$ cat config.mk
export PLATFORM = sky130hd
export DESIGN_NAME = bsr_ctrl
export DESIGN_NICKNAME = d
export VERILOG_FILES = /design/src/rtl/bsr_pkg.sv /design/src/rtl/bsr_ctrl.sv
export VERILOG_INCLUDE_DIRS = /design/src /design/src/rtl
export SDC_FILE = /design/constraint.sdc
export NUM_CORES = 1
export LEC_CHECK = 0
export BUFFER_PORTS_ARGS = -buffer_cell sky130_fd_sc_hd__clkbuf_2
export CAP_MARGIN = 20
export CORE_ASPECT_RATIO = 1.5
export CORE_UTILIZATION = 47
export CTS_CLUSTER_SIZE = 16
export DETAILED_ROUTE_END_ITERATION = 12
export PLACE_DENSITY = 0.82
export SETUP_SLACK_MARGIN = 0.05
export SYNTH_ARGS = -nofsm -noshare
export SYNTH_HDL_FRONTEND = slang
export SYNTH_SLANG_ARGS = --single-unit
$ cat constraint.sdc
create_clock -name clock -period 2.75 [get_ports clock]
set_input_delay 0.4125 -clock clock [delete_from_list [all_inputs] [get_ports clock]]
set_output_delay 0.4125 -clock clock [all_outputs]
set_load 0.01 [all_outputs]
$ cat src/rtl/bsr_map.svh
// constants for the bus stall and release control block
// assumes inclusion by bare name from the design file
`ifndef BSR_MAP_SVH
`define BSR_MAP_SVH
`define BSR_ADDR_W 24
`define BSR_MUX_W 16
`define BSR_PORT_W 8
`define BSR_ST_REFRESH 2'h0
`define BSR_ST_RELEASED 2'h1
`define BSR_ST_DMA 2'h2
`define BSR_ST_CPU 2'h3
`endif

$ cat src/rtl/bsr_pkg.sv
// types for the bus stall and release control block
// assumes nothing of its surroundings
package bsr_pkg;
    typedef enum logic [2:0]
    {
        BSR_RUN = 3'b000,
        BSR_STALL = 3'b001,
        BSR_REL_STATUS = 3'b010,
        BSR_RELEASED = 3'b011,
        BSR_REL_END = 3'b100,
        BSR_REFRESH = 3'b101
    } bsr_state_t;
endpackage

$ cat src/rtl/bsr_ctrl.sv
// stall and bus-release control between the core bus unit and the pins
// assumes the bus clock output toggles on the core clock; request pins are asynchronous
`timescale 1ns/1ps
`include "bsr_map.svh"

module bsr_ctrl
(
    input wire logic clock, // 200 mhz core clock
    input wire logic rst, // async reset, active high
    input wire logic bus_clk_out, // bus clock output level, core domain
    input wire logic stall_req_n, // stall request pin
    input wire logic release_req_n, // bus release request pin
    input wire logic stop_instruction, // stop instruction halts internal clock
    input wire logic sleep_instruction, // sleep instruction halts internal clock
    input wire logic refresh_bus_request, // memory refresh wants the bus
    input wire logic refresh_active, // refresh owns the bus this cycle
    input wire logic dma_active, // dma owns the bus
    input wire logic req_sample, // bus request sampling window
    input wire logic access_busy, // access or second half of 16-bit pair running
    input wire logic bus_idle, // no bus cycle this period
    input wire logic [`BSR_ADDR_W-1:0] core_addr, // address from bus unit
    input wire logic [`BSR_MUX_W-1:0] core_mux_o, // mux bus out value
    input wire logic core_mux_oe, // mux bus drive
    input wire logic core_strobe_n, // access strobe
    input wire logic core_write_n, // write select
    input wire logic core_ble_n, // lower byte select
    input wire logic core_bhe_n, // upper byte select
    input wire logic core_ale, // address latch strobe
    input wire logic [`BSR_PORT_W-1:0] core_port_o, // port outputs
    output logic cpu_clk_en, // cpu clock enable
    output logic int_clk_en, // internal clock enable
    output logic watchdog_en, // watchdog run enable
    output logic [`BSR_ADDR_W-1:0] addr_o, // address pins
    output logic addr_oe, // address pins drive
    output logic [`BSR_MUX_W-1:0] mux_o, // mux address/data pins
    output logic mux_oe, // mux pins drive
    output logic strobe_n, // access strobe pin
    output logic write_n, // write select pin
    output logic write_oe, // write select drive
    output logic lower_byte_select_n, // lower byte select pin
    output logic upper_byte_select_n, // upper byte select pin
    output logic byte_sel_oe, // byte selects drive
    output logic ale_o, // address latch strobe pin
    output logic bus_owner_status_hi, // status upper bit
    output logic bus_owner_status_lo, // status lower bit
    output logic [`BSR_PORT_W-1:0] port_o // port output pins
);

    // =========================================================
    // input synchronisers
    logic [2:0] stall_sync_r;
    logic [2:0] rel_sync_r;
    logic stall_lvl_r;
    logic rel_lvl_r;
    logic bclk_d_r;
    logic [2:0] bclk_sync_r;
    logic bclk_lvl_r;
    logic bclk_fall;
    logic bclk_rise;

    always_ff @(posedge clock or posedge rst)
    begin
        if (rst)
        begin
            stall_sync_r <= 3'h7;
            rel_sync_r <= 3'h7;
            stall_lvl_r <= 1'b1;
            rel_lvl_r <= 1'b1;
        end
        else
        begin
            stall_sync_r <= {stall_sync_r[1:0], stall_req_n};
            rel_sync_r <= {rel_sync_r[1:0], release_req_n};
            // a change counts once the two later stages agree
            if (stall_sync_r[2] == stall_sync_r[1])
                stall_lvl_r <= stall_sync_r[2];
            if (rel_sync_r[2] == rel_sync_r[1])
                rel_lvl_r <= rel_sync_r[2];
        end
    end

    // the bus clock is sampled like any pin; edges come from the filtered level only
    always_ff @(posedge clock or posedge rst)
    begin
        if (rst)
        begin
            bclk_sync_r <= 3'h0;
            bclk_lvl_r <= 1'b0;
            bclk_d_r <= 1'b0;
        end
        else
        begin
            bclk_sync_r <= {bclk_sync_r[1:0], bus_clk_out};
            if (bclk_sync_r[2] == bclk_sync_r[1])
                bclk_lvl_r <= bclk_sync_r[2];
            bclk_d_r <= bclk_lvl_r;
        end
    end

    assign bclk_fall = bclk_d_r & ~bclk_lvl_r;
    assign bclk_rise = ~bclk_d_r & bclk_lvl_r;

    // =========================================================
    // request sampling
    bsr_pkg::bsr_state_t state_r;
    bsr_pkg::bsr_state_t state_nxt;
    logic stall_seen_r;
    logic rel_req_r;
    logic halted;

    assign halted = stop_instruction | sleep_instruction | (state_r == bsr_pkg::BSR_STALL);

    always_ff @(posedge clock or posedge rst)
    begin
        if (rst)
            stall_seen_r <= 1'b0;
        else if (bclk_fall)
            stall_seen_r <= ~stall_lvl_r;
    end

    always_ff @(posedge clock or posedge rst)
    begin
        if (rst)
            rel_req_r <= 1'b0;
        else if (bclk_fall && !halted)
            rel_req_r <= ~rel_lvl_r;
    end

    // =========================================================
    // state machine, advancing on rising bus clock edges
    always_comb
    begin
        state_nxt = state_r;
        case (state_r)
            bsr_pkg::BSR_RUN:
            begin
                if (stall_seen_r)
                    state_nxt = bsr_pkg::BSR_STALL;
                else if (rel_req_r && req_sample && !refresh_bus_request && !access_busy)
                    state_nxt = bsr_pkg::BSR_REL_STATUS;
            end
            bsr_pkg::BSR_STALL:
            begin
                if (!stall_seen_r)
                    state_nxt = bsr_pkg::BSR_RUN;
            end
            bsr_pkg::BSR_REL_STATUS:
                state_nxt = bsr_pkg::BSR_RELEASED;
            bsr_pkg::BSR_RELEASED:
            begin
                if (refresh_bus_request)
                    state_nxt = bsr_pkg::BSR_REFRESH;
                else if (!rel_req_r)
                    state_nxt = bsr_pkg::BSR_REL_END;
            end
            bsr_pkg::BSR_REFRESH:
            begin
                if (!refresh_bus_request && !refresh_active)
                    state_nxt = bsr_pkg::BSR_RELEASED;
            end
            bsr_pkg::BSR_REL_END:
            begin
                // refresh still outranks the closing cycle of a release
                if (refresh_bus_request)
                    state_nxt = bsr_pkg::BSR_REFRESH;
                else
                    state_nxt = bsr_pkg::BSR_RUN;
            end
            default:
                state_nxt = bsr_pkg::BSR_RUN;
        endcase
    end

    always_ff @(posedge clock or posedge rst)
    begin
        if (rst)
            state_r <= bsr_pkg::BSR_RUN;
        else if (bclk_rise)
            state_r <= state_nxt;
    end

    // =========================================================
    // pin drive; frozen copy is captured while running
    logic [`BSR_ADDR_W-1:0] addr_r;
    logic [`BSR_MUX_W-1:0] mux_r;
    logic mux_oe_r;
    logic strobe_r;
    logic write_r;
    logic ble_r;
    logic bhe_r;
    logic ale_r;
    logic [1:0] status_r;
    logic [`BSR_PORT_W-1:0] port_r;
    logic floated;
    logic [1:0] live_status;

    // owner seen by the bus while the cpu holds it
    assign live_status = refresh_active ? `BSR_ST_REFRESH :
                         dma_active ? `BSR_ST_DMA : `BSR_ST_CPU;

    // pins stay let go through the closing cycle so the far master can back off first
    function automatic logic floats_bus(input bsr_pkg::bsr_state_t s);
        return (s == bsr_pkg::BSR_RELEASED) || (s == bsr_pkg::BSR_REFRESH) ||
               (s == bsr_pkg::BSR_REL_END);
    endfunction

    assign floated = floats_bus(state_r);

    always_ff @(posedge clock or posedge rst)
    begin
        if (rst)
        begin
            addr_r <= '0;
            mux_r <= '0;
            mux_oe_r <= 1'b0;
            strobe_r <= 1'b1;
            write_r <= 1'b1;
            ble_r <= 1'b1;
            bhe_r <= 1'b1;
            ale_r <= 1'b0;
            status_r <= `BSR_ST_CPU;
            port_r <= '0;
        end
        else
        begin
            case (state_r)
                bsr_pkg::BSR_RUN:
                begin
                    // idle periods reissue the previous address
                    if (!bus_idle)
                        addr_r <= core_addr;
                    mux_r <= bus_idle ? mux_r : core_mux_o;
                    mux_oe_r <= core_mux_oe;
                    strobe_r <= core_strobe_n;
                    write_r <= core_write_n;
                    ble_r <= core_ble_n;
                    bhe_r <= core_bhe_n;
                    ale_r <= core_ale;
                    status_r <= live_status;
                    port_r <= core_port_o;
                end
                bsr_pkg::BSR_STALL:
                    ; // everything holds, ports included
                bsr_pkg::BSR_REL_STATUS:
                begin
                    status_r <= `BSR_ST_RELEASED;
                    strobe_r <= 1'b1;
                    ale_r <= 1'b0;
                end
                bsr_pkg::BSR_RELEASED:
                begin
                    strobe_r <= 1'b1;
                    ale_r <= 1'b0;
                    status_r <= `BSR_ST_RELEASED;
                end
                bsr_pkg::BSR_REFRESH:
                    status_r <= `BSR_ST_REFRESH;
                bsr_pkg::BSR_REL_END:
                    status_r <= `BSR_ST_CPU;
                default:
                    status_r <= `BSR_ST_CPU;
            endcase
        end
    end

    assign addr_o = addr_r;
    assign addr_oe = ~floated;
    assign mux_o = mux_r;
    assign mux_oe = mux_oe_r & ~floated;
    assign strobe_n = strobe_r;
    assign write_n = write_r;
    assign write_oe = ~floated;
    assign lower_byte_select_n = ble_r;
    assign upper_byte_select_n = bhe_r;
    assign byte_sel_oe = ~floated;
    assign ale_o = ale_r;
    assign bus_owner_status_hi = status_r[1];
    assign bus_owner_status_lo = status_r[0];
    assign port_o = port_r;

    // =========================================================
    // clock and watchdog enables
    assign cpu_clk_en = (state_r == bsr_pkg::BSR_RUN);
    assign int_clk_en = (state_r != bsr_pkg::BSR_STALL);
    assign watchdog_en = ~floated & (state_r != bsr_pkg::BSR_REL_STATUS);

endmodule

==> flow_metrics.env, run 1 <==
export IMPL_status="completed"
export IMPL_rsz0062_at_grt="false"
export IMPL_synth_seq_cells=74
export IMPL_yosys_warnings=0
export IMPL_numCtsBuffers=9
export IMPL_antenna_found_initial=0
export IMPL_syn_num_nets=261
export IMPL_grt_overflow_total=0
export IMPL_cts_resized=0
export IMPL_die_w_um=66.3
export IMPL_ctsHtreeMaxLevel=3
export IMPL_slew_headroom=0.519
export IMPL_root_buffer="clkbuf_8"
export IMPL_tightestPinTransition_ps=721
export IMPL_netlist_instances=193
export IMPL_dp_cells=386
export IMPL_cts_reportedPaths_clkPinSlew_ps=70
export IMPL_yosys_cell_types_count=39
export IMPL_synth_top_area_frac=0.515
export IMPL_dp_hpwl_um=4370
export IMPL_port_buffers=128
export IMPL_globalplace_congestion=0.808
export IMPL_synth_seq_area_share=0.641
export IMPL_worstSetupPathType="reg2out"
export IMPL_synth_edff_count=0
export IMPL_drc_errors=0
export IMPL_drv_slew=0
export IMPL_coreArea_um2=5910
export IMPL_worstPathMaxFanout=16
export IMPL_cellLeakagePower_uw=0.00183
export IMPL_holdBufCountCts=0
export IMPL_final_setup_skew_ps=6.53
export IMPL_critical_path_required_ps=2340
export IMPL_timing_fmax_mhz=439
export IMPL_ant_nets=0
export IMPL_hold_viol=0
export IMPL_async_flop_share=1.00
export IMPL_clock_path_buffers=2
export IMPL_drt_total_wl_um=5840
export IMPL_finalSetupViolCount=0
export IMPL_nFillCells=481
export IMPL_worst_setup_path_end_kind="output port"
export IMPL_num_rows=34
export IMPL_synthesis_area_um2=2920
export IMPL_cts_setup_buffers=0
export IMPL_area_growth_pct=30.2
export IMPL_synth_ff_type="dfrtp_1"
export IMPL_crit_family="flip-flops"
export IMPL_die_h_um=98.5
export IMPL_critical_path_arrival_ps=1860
export IMPL_grt_max_degree=41
export IMPL_grt_pass1_vias=2066
export IMPL_vdd_drop_max_mv=0.563
export IMPL_maxCapViolations=0
export IMPL_yosysTopAreaCell="dfrtp_1"
export IMPL_clock_sinks=74
export IMPL_vias=2045
export IMPL_drt_iter0_markers=164
export IMPL_fin_crit_ps=2280
export IMPL_syn_area_per_cell_um2=15.1
export IMPL_final_nets=393
export IMPL_start_kind="flop"
export IMPL_die_area_um2=6530
export IMPL_path_cells="nand3b_1, a21boi_0, and2_1, clkbuf_2"
export IMPL_insertion_delay_ps=320
export IMPL_slowest_delay_ps=650
export IMPL_instances_no_fill=402
export IMPL_fin_tns_setup_ps=0
export IMPL_grt_usage=0.196
export IMPL_min_period_over_period=0.828
export IMPL_vias_per_cell=5.09
export IMPL_num_io_pins=129
export IMPL_cts_tree="done"
export IMPL_synth_top_cells_by_area="dfrtp_1 51%, mux2_2 19%, dfstp_2 13%"
export IMPL_post_drt_wl_per_cell_um=14.5
export IMPL_p_per_area_nw_per_um2=1170
export IMPL_grt_first_pass_wirelength_um=9560
export IMPL_antenna_cells=0
export IMPL_cp_buffers_inverters=1
export IMPL_start_util=0.493
export IMPL_drive_gt1_frac=0.648
export IMPL_hold_path_class="in2reg"
export IMPL_dr_pass1_iters=4
export IMPL_cpMaxStageDelayCell="dfrtp_1"
==> metal layers <==
metal  share of wire  track usage  up-vias
met3           0.047       0.0532        6
met5               0            0        -
met2            0.58        0.345       64
li1                -            -      951
met4           0.011       0.0736        0
met1            0.36        0.222     1024
==> through the flow <==
step / hold WS, ps / area [µm²] / utilization / setup WS, ps / total power (µW)
CTS: 156 / 3800 / 0.642 / 466 / 4500
detailed placement: 335 / 3630 / 0.614 / 830 / 3780
global route: 152 / 3800 / 0.642 / 273 / 4740
floorplan: 331 / 2920 / - / 479 / 3070
global placement: 334 / 3630 / 0.614 / 894 / 3700
finish: 167 / 3800 / 0.642 / 473 / 4440
==> path summary, 6_finish.rpt <==
| path | from | endpoint | slack (ps) | depth (start not counted) |
|---|---|---|---|---|
| worst max-delay path | state_r[2] | mux_oe | 470 | 4 |
| worst min-delay path | stall_req_n | stall_sync_r[0] | 170 | 1 |
| worst max register to register | state_r[2] | mux_o[7] | 860 | 3 |
| worst min register to register | bclk_sync_r[0] | bclk_sync_r[1] | 350 | 0 |
| max in group asynchronous | rst | stall_sync_r[2] | 1840 | 3 |
| min in group asynchronous | rst | bclk_sync_r[0] | 190 | 2 |
==> Yosys cell counts (2+ instances only) <==
| master | instances |
|---|---|
| nor3_1 | 2 |
| or3_1 | 3 |
| nand3b_1 | 2 |
| mux2_1 | 3 |
| nor2b_1 | 2 |
| mux2i_1 | 2 |
| mux2_2 | 49 |
| nor2_1 | 4 |
| inv_1 | 5 |
| buf_4 | 3 |
| nand2b_1 | 4 |
| dfrtp_1 | 60 |
| nand2_1 | 2 |
| maj3_1 | 3 |
| dfstp_2 | 14 |
| a21oi_1 | 3 |
| buf_2 | 7 |
| o21ai_0 | 4 |
==> sequential cells by signal, summed over array words and instances, names as in the netlist, 2 cells and up <==
signal / cells
addr_o: 24
bclk_sync_r: 3
mux_o: 16
port_o: 8
rel_sync_r: 3
stall_sync_r: 3
state_r: 3
status_r: 2
==> worst reg2reg max path, stage by stage (launching register included) <==
cell,delay [ps]
dfrtp_1,560
nor4_4,330
buf_4,460
mux2_2,430
==> layout make-up <==
class	count	area, µm²	share of cell area
Inverter	5	18.8	0.00494
Multi-Input combinational cell	104	980	0.258
Clock inverter	3	15.0	0.00395
Clock buffer	13	149	0.0392
Sequential cell	74	1870	0.492
Timing Repair Buffer	131	676	0.178
Tap cell	72	90.1	0.0237
==> logic make-up (layout without fill, tap and decap cells) <==
logic type                 Yosys count  count (layout)  synth area share
DFF                                 74              74             0.641
muxes                               54              54             0.208
and+or+nand+nor                     29              29            0.0656
AOI/OAI and AO/OA                   17              17            0.0450
buffers and inverters               15             152            0.0262
adders and majority gates            4               4            0.0146
==> where the power goes <==
part           internal (µW)  switching, µW  total (µW)
clock                    349            359         709
sequential              1600            309        1910
combinational            955            869        1820
==> placed cells by master, fill, tap and decap left out, drive strengths merged, types with 2 or more instances in the layout <==
master and n:
nor2 4, maj3 3, nor2b 2, clkinv 3, nor3 3, inv 5
nand3b 2, o21ai 4, a21oi 3, nor4 2, clkbuf 141, o32ai 2
nand2b 4, mux2 52, mux2i 2, buf 3, nand2 2, or3 3
dfrtp 60, dfstp 14
Note: power is estimated with default switching activity, not from simulation.
==> inputs of run 2 (changes only) <==
- clock period: 2.75 -> 2.3 ns (I/O delays scaled with it)
==> flow_metrics.env, run 2 (synthesized netlist as in run 1, its figures left out) <==
export IMPL_status="completed"
export IMPL_cellLeakagePower_uw=0.00186
export IMPL_globalplace_congestion=0.825
export IMPL_clock_sinks=74
export IMPL_port_buffers=128
export IMPL_ant_nets=0
export IMPL_slew_headroom=0.611
export IMPL_final_nets=394
export IMPL_start_util=0.493
export IMPL_drt_total_wl_um=6020
export IMPL_min_period_over_period=0.884
export IMPL_cts_tree="done"
export IMPL_place_ws_ps=432
export IMPL_fin_crit_ps=2030
export IMPL_final_setup_skew_ps=4.21
export IMPL_post_drt_wl_per_cell_um=14.9
export IMPL_maxCapViolations=0
export IMPL_drc_errors=0
export IMPL_vias=2057
export IMPL_hold_viol=0
export IMPL_drive_gt1_frac=0.665
export IMPL_die_area_um2=6530
export IMPL_pwr_share_clk=0.203
export IMPL_tightestPinTransition_ps=583
export IMPL_die_w_um=66.3
export IMPL_clock_path_buffers=2
export IMPL_swShare=0.331
export IMPL_grt_max_degree=41
export IMPL_final_cell_mix="128 x clkbuf_2, 58 x dfrtp_1, 49 x mux2_2"
export IMPL_dp_hpwl_um=4620
export IMPL_finalCoreUtilization=0.658
export IMPL_vias_per_cell=5.10
export IMPL_cts_reportedPaths_clkPinSlew_ps=70
export IMPL_holdBufCountCts=0
export IMPL_grt_first_pass_wirelength_um=9760
export IMPL_grt_usage=0.205
export IMPL_vdd_drop_max_mv=0.777
export IMPL_grt_overflow_total=0
export IMPL_setup_slack_ps=266
export IMPL_antenna_found_initial=0
export IMPL_p_int_uw=3770
export IMPL_worstPathMaxFanout=14
export IMPL_rsz0062_at_grt="false"
export IMPL_nFillCells=480
export IMPL_p_comb_frac=0.391
export IMPL_grt_pass1_vias=2071
export IMPL_num_rows=34
export IMPL_num_io_pins=129
export IMPL_root_buffer="clkbuf_8"
export IMPL_die_h_um=98.5
export IMPL_drv_slew=0
export IMPL_largest_register_ffs=24
export IMPL_drt_iter0_markers=160
export IMPL_numCtsBuffers=9
export IMPL_hold_path_class="in2async"
export IMPL_final_common_cell="clkbuf_2"
export IMPL_ctsHtreeMaxLevel=3
export IMPL_critical_path_required_ps=1960
export IMPL_antenna_cells=0
export IMPL_worst_setup_path_end_kind="output port"
export IMPL_p_per_area_nw_per_um2=1450
export IMPL_fin_tns_setup_ps=0
export IMPL_insertion_delay_ps=330
export IMPL_coreArea_um2=5910
export IMPL_finalSetupViolCount=0
export IMPL_dr_pass1_iters=4
export IMPL_worstSetupPathType="reg2out"
export IMPL_p_seq_frac=0.406
export IMPL_start_kind="flop"
export IMPL_critical_path_arrival_ps=1690
export IMPL_worstRegToRegCells=4
export IMPL_area_growth_pct=33.5
export IMPL_timing_fmax_mhz=492
export IMPL_p_switching_uw=1870
## run 2: layer usage
metal,global-route usage,vias up,part of all wire
li1,-,956,-
met1,0.230,1026,0.36
met2,0.355,64,0.58
met3,0.0498,11,0.039
met4,0.0982,0,0.021
met5,0,-,0
## run 2: worst paths after layout
kind                                from  slack, ps       endpoint
setup / recovery              state_r[0]        270         mux_oe
hold / removal                       rst         50       mux_oe_r
setup reg to reg              state_r[0]        530     state_r[0]
hold reg to reg            rel_sync_r[0]        360  rel_sync_r[1]
max in group asynchronous            rst       1510  rel_sync_r[0]
min in group clock         release_req_n         90  rel_sync_r[0]
## run 2: timing repair
action                                  CTS  global route
resized for setup                         1             2
endpoints found under the setup margin    1             4
setup buffers                             0             0
## run 2: critical path, cell delays in order, from the launching register on
cell and delay, ps:
dfrtp_1 550, nand3b_1 220, a21boi_1 300, and2_1 170, clkbuf_2 120
## run 2: area by class of cell
class                      instances  area, µm²  area share
clock buffer                      12        165      0.0424
multi-input combinational        104        980       0.252
clock inverter                     4       72.6      0.0186
timing repair buffer             132        696       0.179
inverter                           5       18.8     0.00482
tap                               72       90.1      0.0231
sequential                        74       1870       0.481
## run 2: metrics by stage
step | total power (µW) | hold WS (ps) | std cells | instance area (µm²)
2_1_floorplan | 3670 | 331 | 193 | 2920
5_1_grt | 6020 | 54.0 | 403 | 3890
6_report | 5640 | 54.1 | 403 | 3890
3_5_place_dp | 4550 | 349 | 387 | 3650
4_1_cts | 5730 | 58.9 | 403 | 3890
3_3_place_gp | 4440 | 334 | 387 | 3650
## run 2: power by group through the flow
stage / logic (µW) / registers, µW / clock network [µW]
after floorplan: 1230 / 2440 / 0
after global placement: 2170 / 2270 / 0
after detailed placement: 2240 / 2310 / 0
after CTS: 2250 / 2300 / 1180
after global routing: 2400 / 2370 / 1240
final: 2210 / 2290 / 1150
==> inputs of run 3 (changes only) <==
- PLACE_DENSITY: 0.82 -> 0.79
==> flow_metrics.env, run 3 (synthesized netlist as in run 1, its figures left out) <==
export IMPL_slew_headroom=0.588
export IMPL_setup_slack_ps=277
export IMPL_dpl_instance_area_um2=3650
export IMPL_numCtsBuffers=9
export IMPL_dr_pass1_iters=4
export IMPL_critical_path_arrival_ps=1680
export IMPL_final_setup_skew_ps=9.07
export IMPL_area_growth_pct=34.5
export IMPL_grt_usage=0.199
export IMPL_num_io_pins=129
export IMPL_critical_path_required_ps=1960
export IMPL_ctsHtreeMaxLevel=3
export IMPL_final_common_cell="clkbuf_2"
export IMPL_worstRegToRegCells=4
export IMPL_coreArea_um2=5910
export IMPL_globalplace_congestion=0.840
export IMPL_ant_nets=0
export IMPL_status="completed"
export IMPL_antenna_cells=0
export IMPL_fin_crit_ps=2020
export IMPL_worstSetupPathType="reg2out"
export IMPL_timing_fmax_mhz=494
export IMPL_maxCapViolations=0
export IMPL_grt_overflow_total=0
export IMPL_port_buffers=128
export IMPL_root_buffer="clkbuf_8"
export IMPL_vias=2091
export IMPL_nFillCells=452
export IMPL_crit_end="mux_oe"
export IMPL_final_cell_mix="128 x clkbuf_2, 58 x dfrtp_1, 49 x mux2_2"
export IMPL_post_drt_wl_per_cell_um=14.5
export IMPL_finalSetupViolCount=0
export IMPL_cts_tree="done"
export IMPL_finalCoreUtilization=0.663
export IMPL_grt_pass1_vias=2258
export IMPL_die_area_um2=6530
export IMPL_p_per_area_nw_per_um2=1480
export IMPL_grt_first_pass_wirelength_um=9780
export IMPL_r2r_slack_ps=520
export IMPL_num_rows=34
export IMPL_cts_reportedPaths_clkPinSlew_ps=70
export IMPL_rsz0062_at_grt="false"
export IMPL_worst_setup_path_end_kind="output port"
export IMPL_clock_path_buffers=2
export IMPL_worstPathMaxFanout=14
export IMPL_start_util=0.493
export IMPL_cts_setup_buffers=0
export IMPL_reg2reg_from="state_r[2]"
export IMPL_insertion_delay_ps=330
export IMPL_drc_errors=0
export IMPL_cp_startpoint="state_r[0]"
export IMPL_antenna_found_initial=0
export IMPL_fin_tns_setup_ps=0
export IMPL_die_w_um=66.3
export IMPL_dp_hpwl_um=4330
export IMPL_cellLeakagePower_uw=0.00188
export IMPL_r2r_end="state_r[2]"
export IMPL_final_nets=394
export IMPL_drt_total_wl_um=5850
export IMPL_grt_max_degree=41
export IMPL_clock_sinks=74
export IMPL_drt_iter0_markers=87
export IMPL_die_h_um=98.5
export IMPL_vias_per_cell=5.19
export IMPL_start_kind="flop"
export IMPL_drv_slew=0
export IMPL_vdd_drop_max_mv=0.998
export IMPL_min_period_over_period=0.880
export IMPL_drive_gt1_frac=0.662
export IMPL_hold_viol=0
export IMPL_hold_path_class="in2async"
export IMPL_largest_register_ffs=24
export IMPL_fin_area_um2=3920
export IMPL_place_ws_ps=422
export IMPL_tightestPinTransition_ps=617
[run 3: cell types whose count changed in the layout (fill, tap and decap cells not counted)]
cell,previous run,this run
bufinv_16,2,4
clkbuf_8,12,10
clkbuf_1,0,1
clkinvlp_4,1,0
[run 3: timing repair]
item	4_1_cts	5_1_grt
setup endpoints to repair	1	4
endpoints found under the hold margin	0	0
resized for setup	1	2
hold buffers	0	0
[run 3: stage by stage]
stage	hold WS, ps	total power, µW	std cells
6_report	72.5	5800	403
5_1_grt	81.4	6160	403
4_1_cts	75.4	5870	403
3_5_place_dp	349	4530	387
3_3_place_gp	335	4440	387
2_1_floorplan	331	3670	193
[run 3: power breakdown]
| part | internal (µW) | switching (µW) |
|---|---|---|
| Sequential | 1910 | 375 |
| Clock | 859 | 448 |
| Combinational | 1160 | 1040 |
| Total | 3930 | 1870 |
[run 3: final cells by class]
cell class / instances / area [µm²] / share of cell area
Tap cell: 72 / 90.1 / 0.0230
Inverter: 5 / 18.8 / 0.00478
Timing Repair Buffer: 132 / 696 / 0.177
Clock inverter: 5 / 125 / 0.0319
Sequential cell: 74 / 1870 / 0.477
Multi-Input combinational cell: 104 / 980 / 0.250
Clock buffer: 11 / 141 / 0.0360
[run 3: how the worst min path moves through the flow]
stage | depth (start not counted) | endpoint | start | slack, ps
final | 2 | mux_o[9] | rst | 70
after floorplan | 0 | bclk_sync_r[1] | bclk_sync_r[0] | 330
after CTS | 2 | mux_o[9] | rst | 80
after global placement | 0 | bclk_sync_r[1] | bclk_sync_r[0] | 330
after detailed placement | 0 | stall_sync_r[1] | stall_sync_r[0] | 350
after global routing | 1 | rel_sync_r[0] | release_req_n | 80
[run 3: critical path: stages (launching register included)]
cell and delay (ps):
dfrtp_1 560, nand3b_1 210, a21boi_1 290, and2_1 160, clkbuf_2 120
[run 3: per-layer routing]
metal | wire [µm] | vias up | track usage
li1 | - | 956 | -
met1 | 2180 | 1019 | 0.220
met2 | 3040 | 101 | 0.330
met3 | 462 | 15 | 0.0694
met4 | 167 | 0 | 0.106
met5 | 0 | - | 0
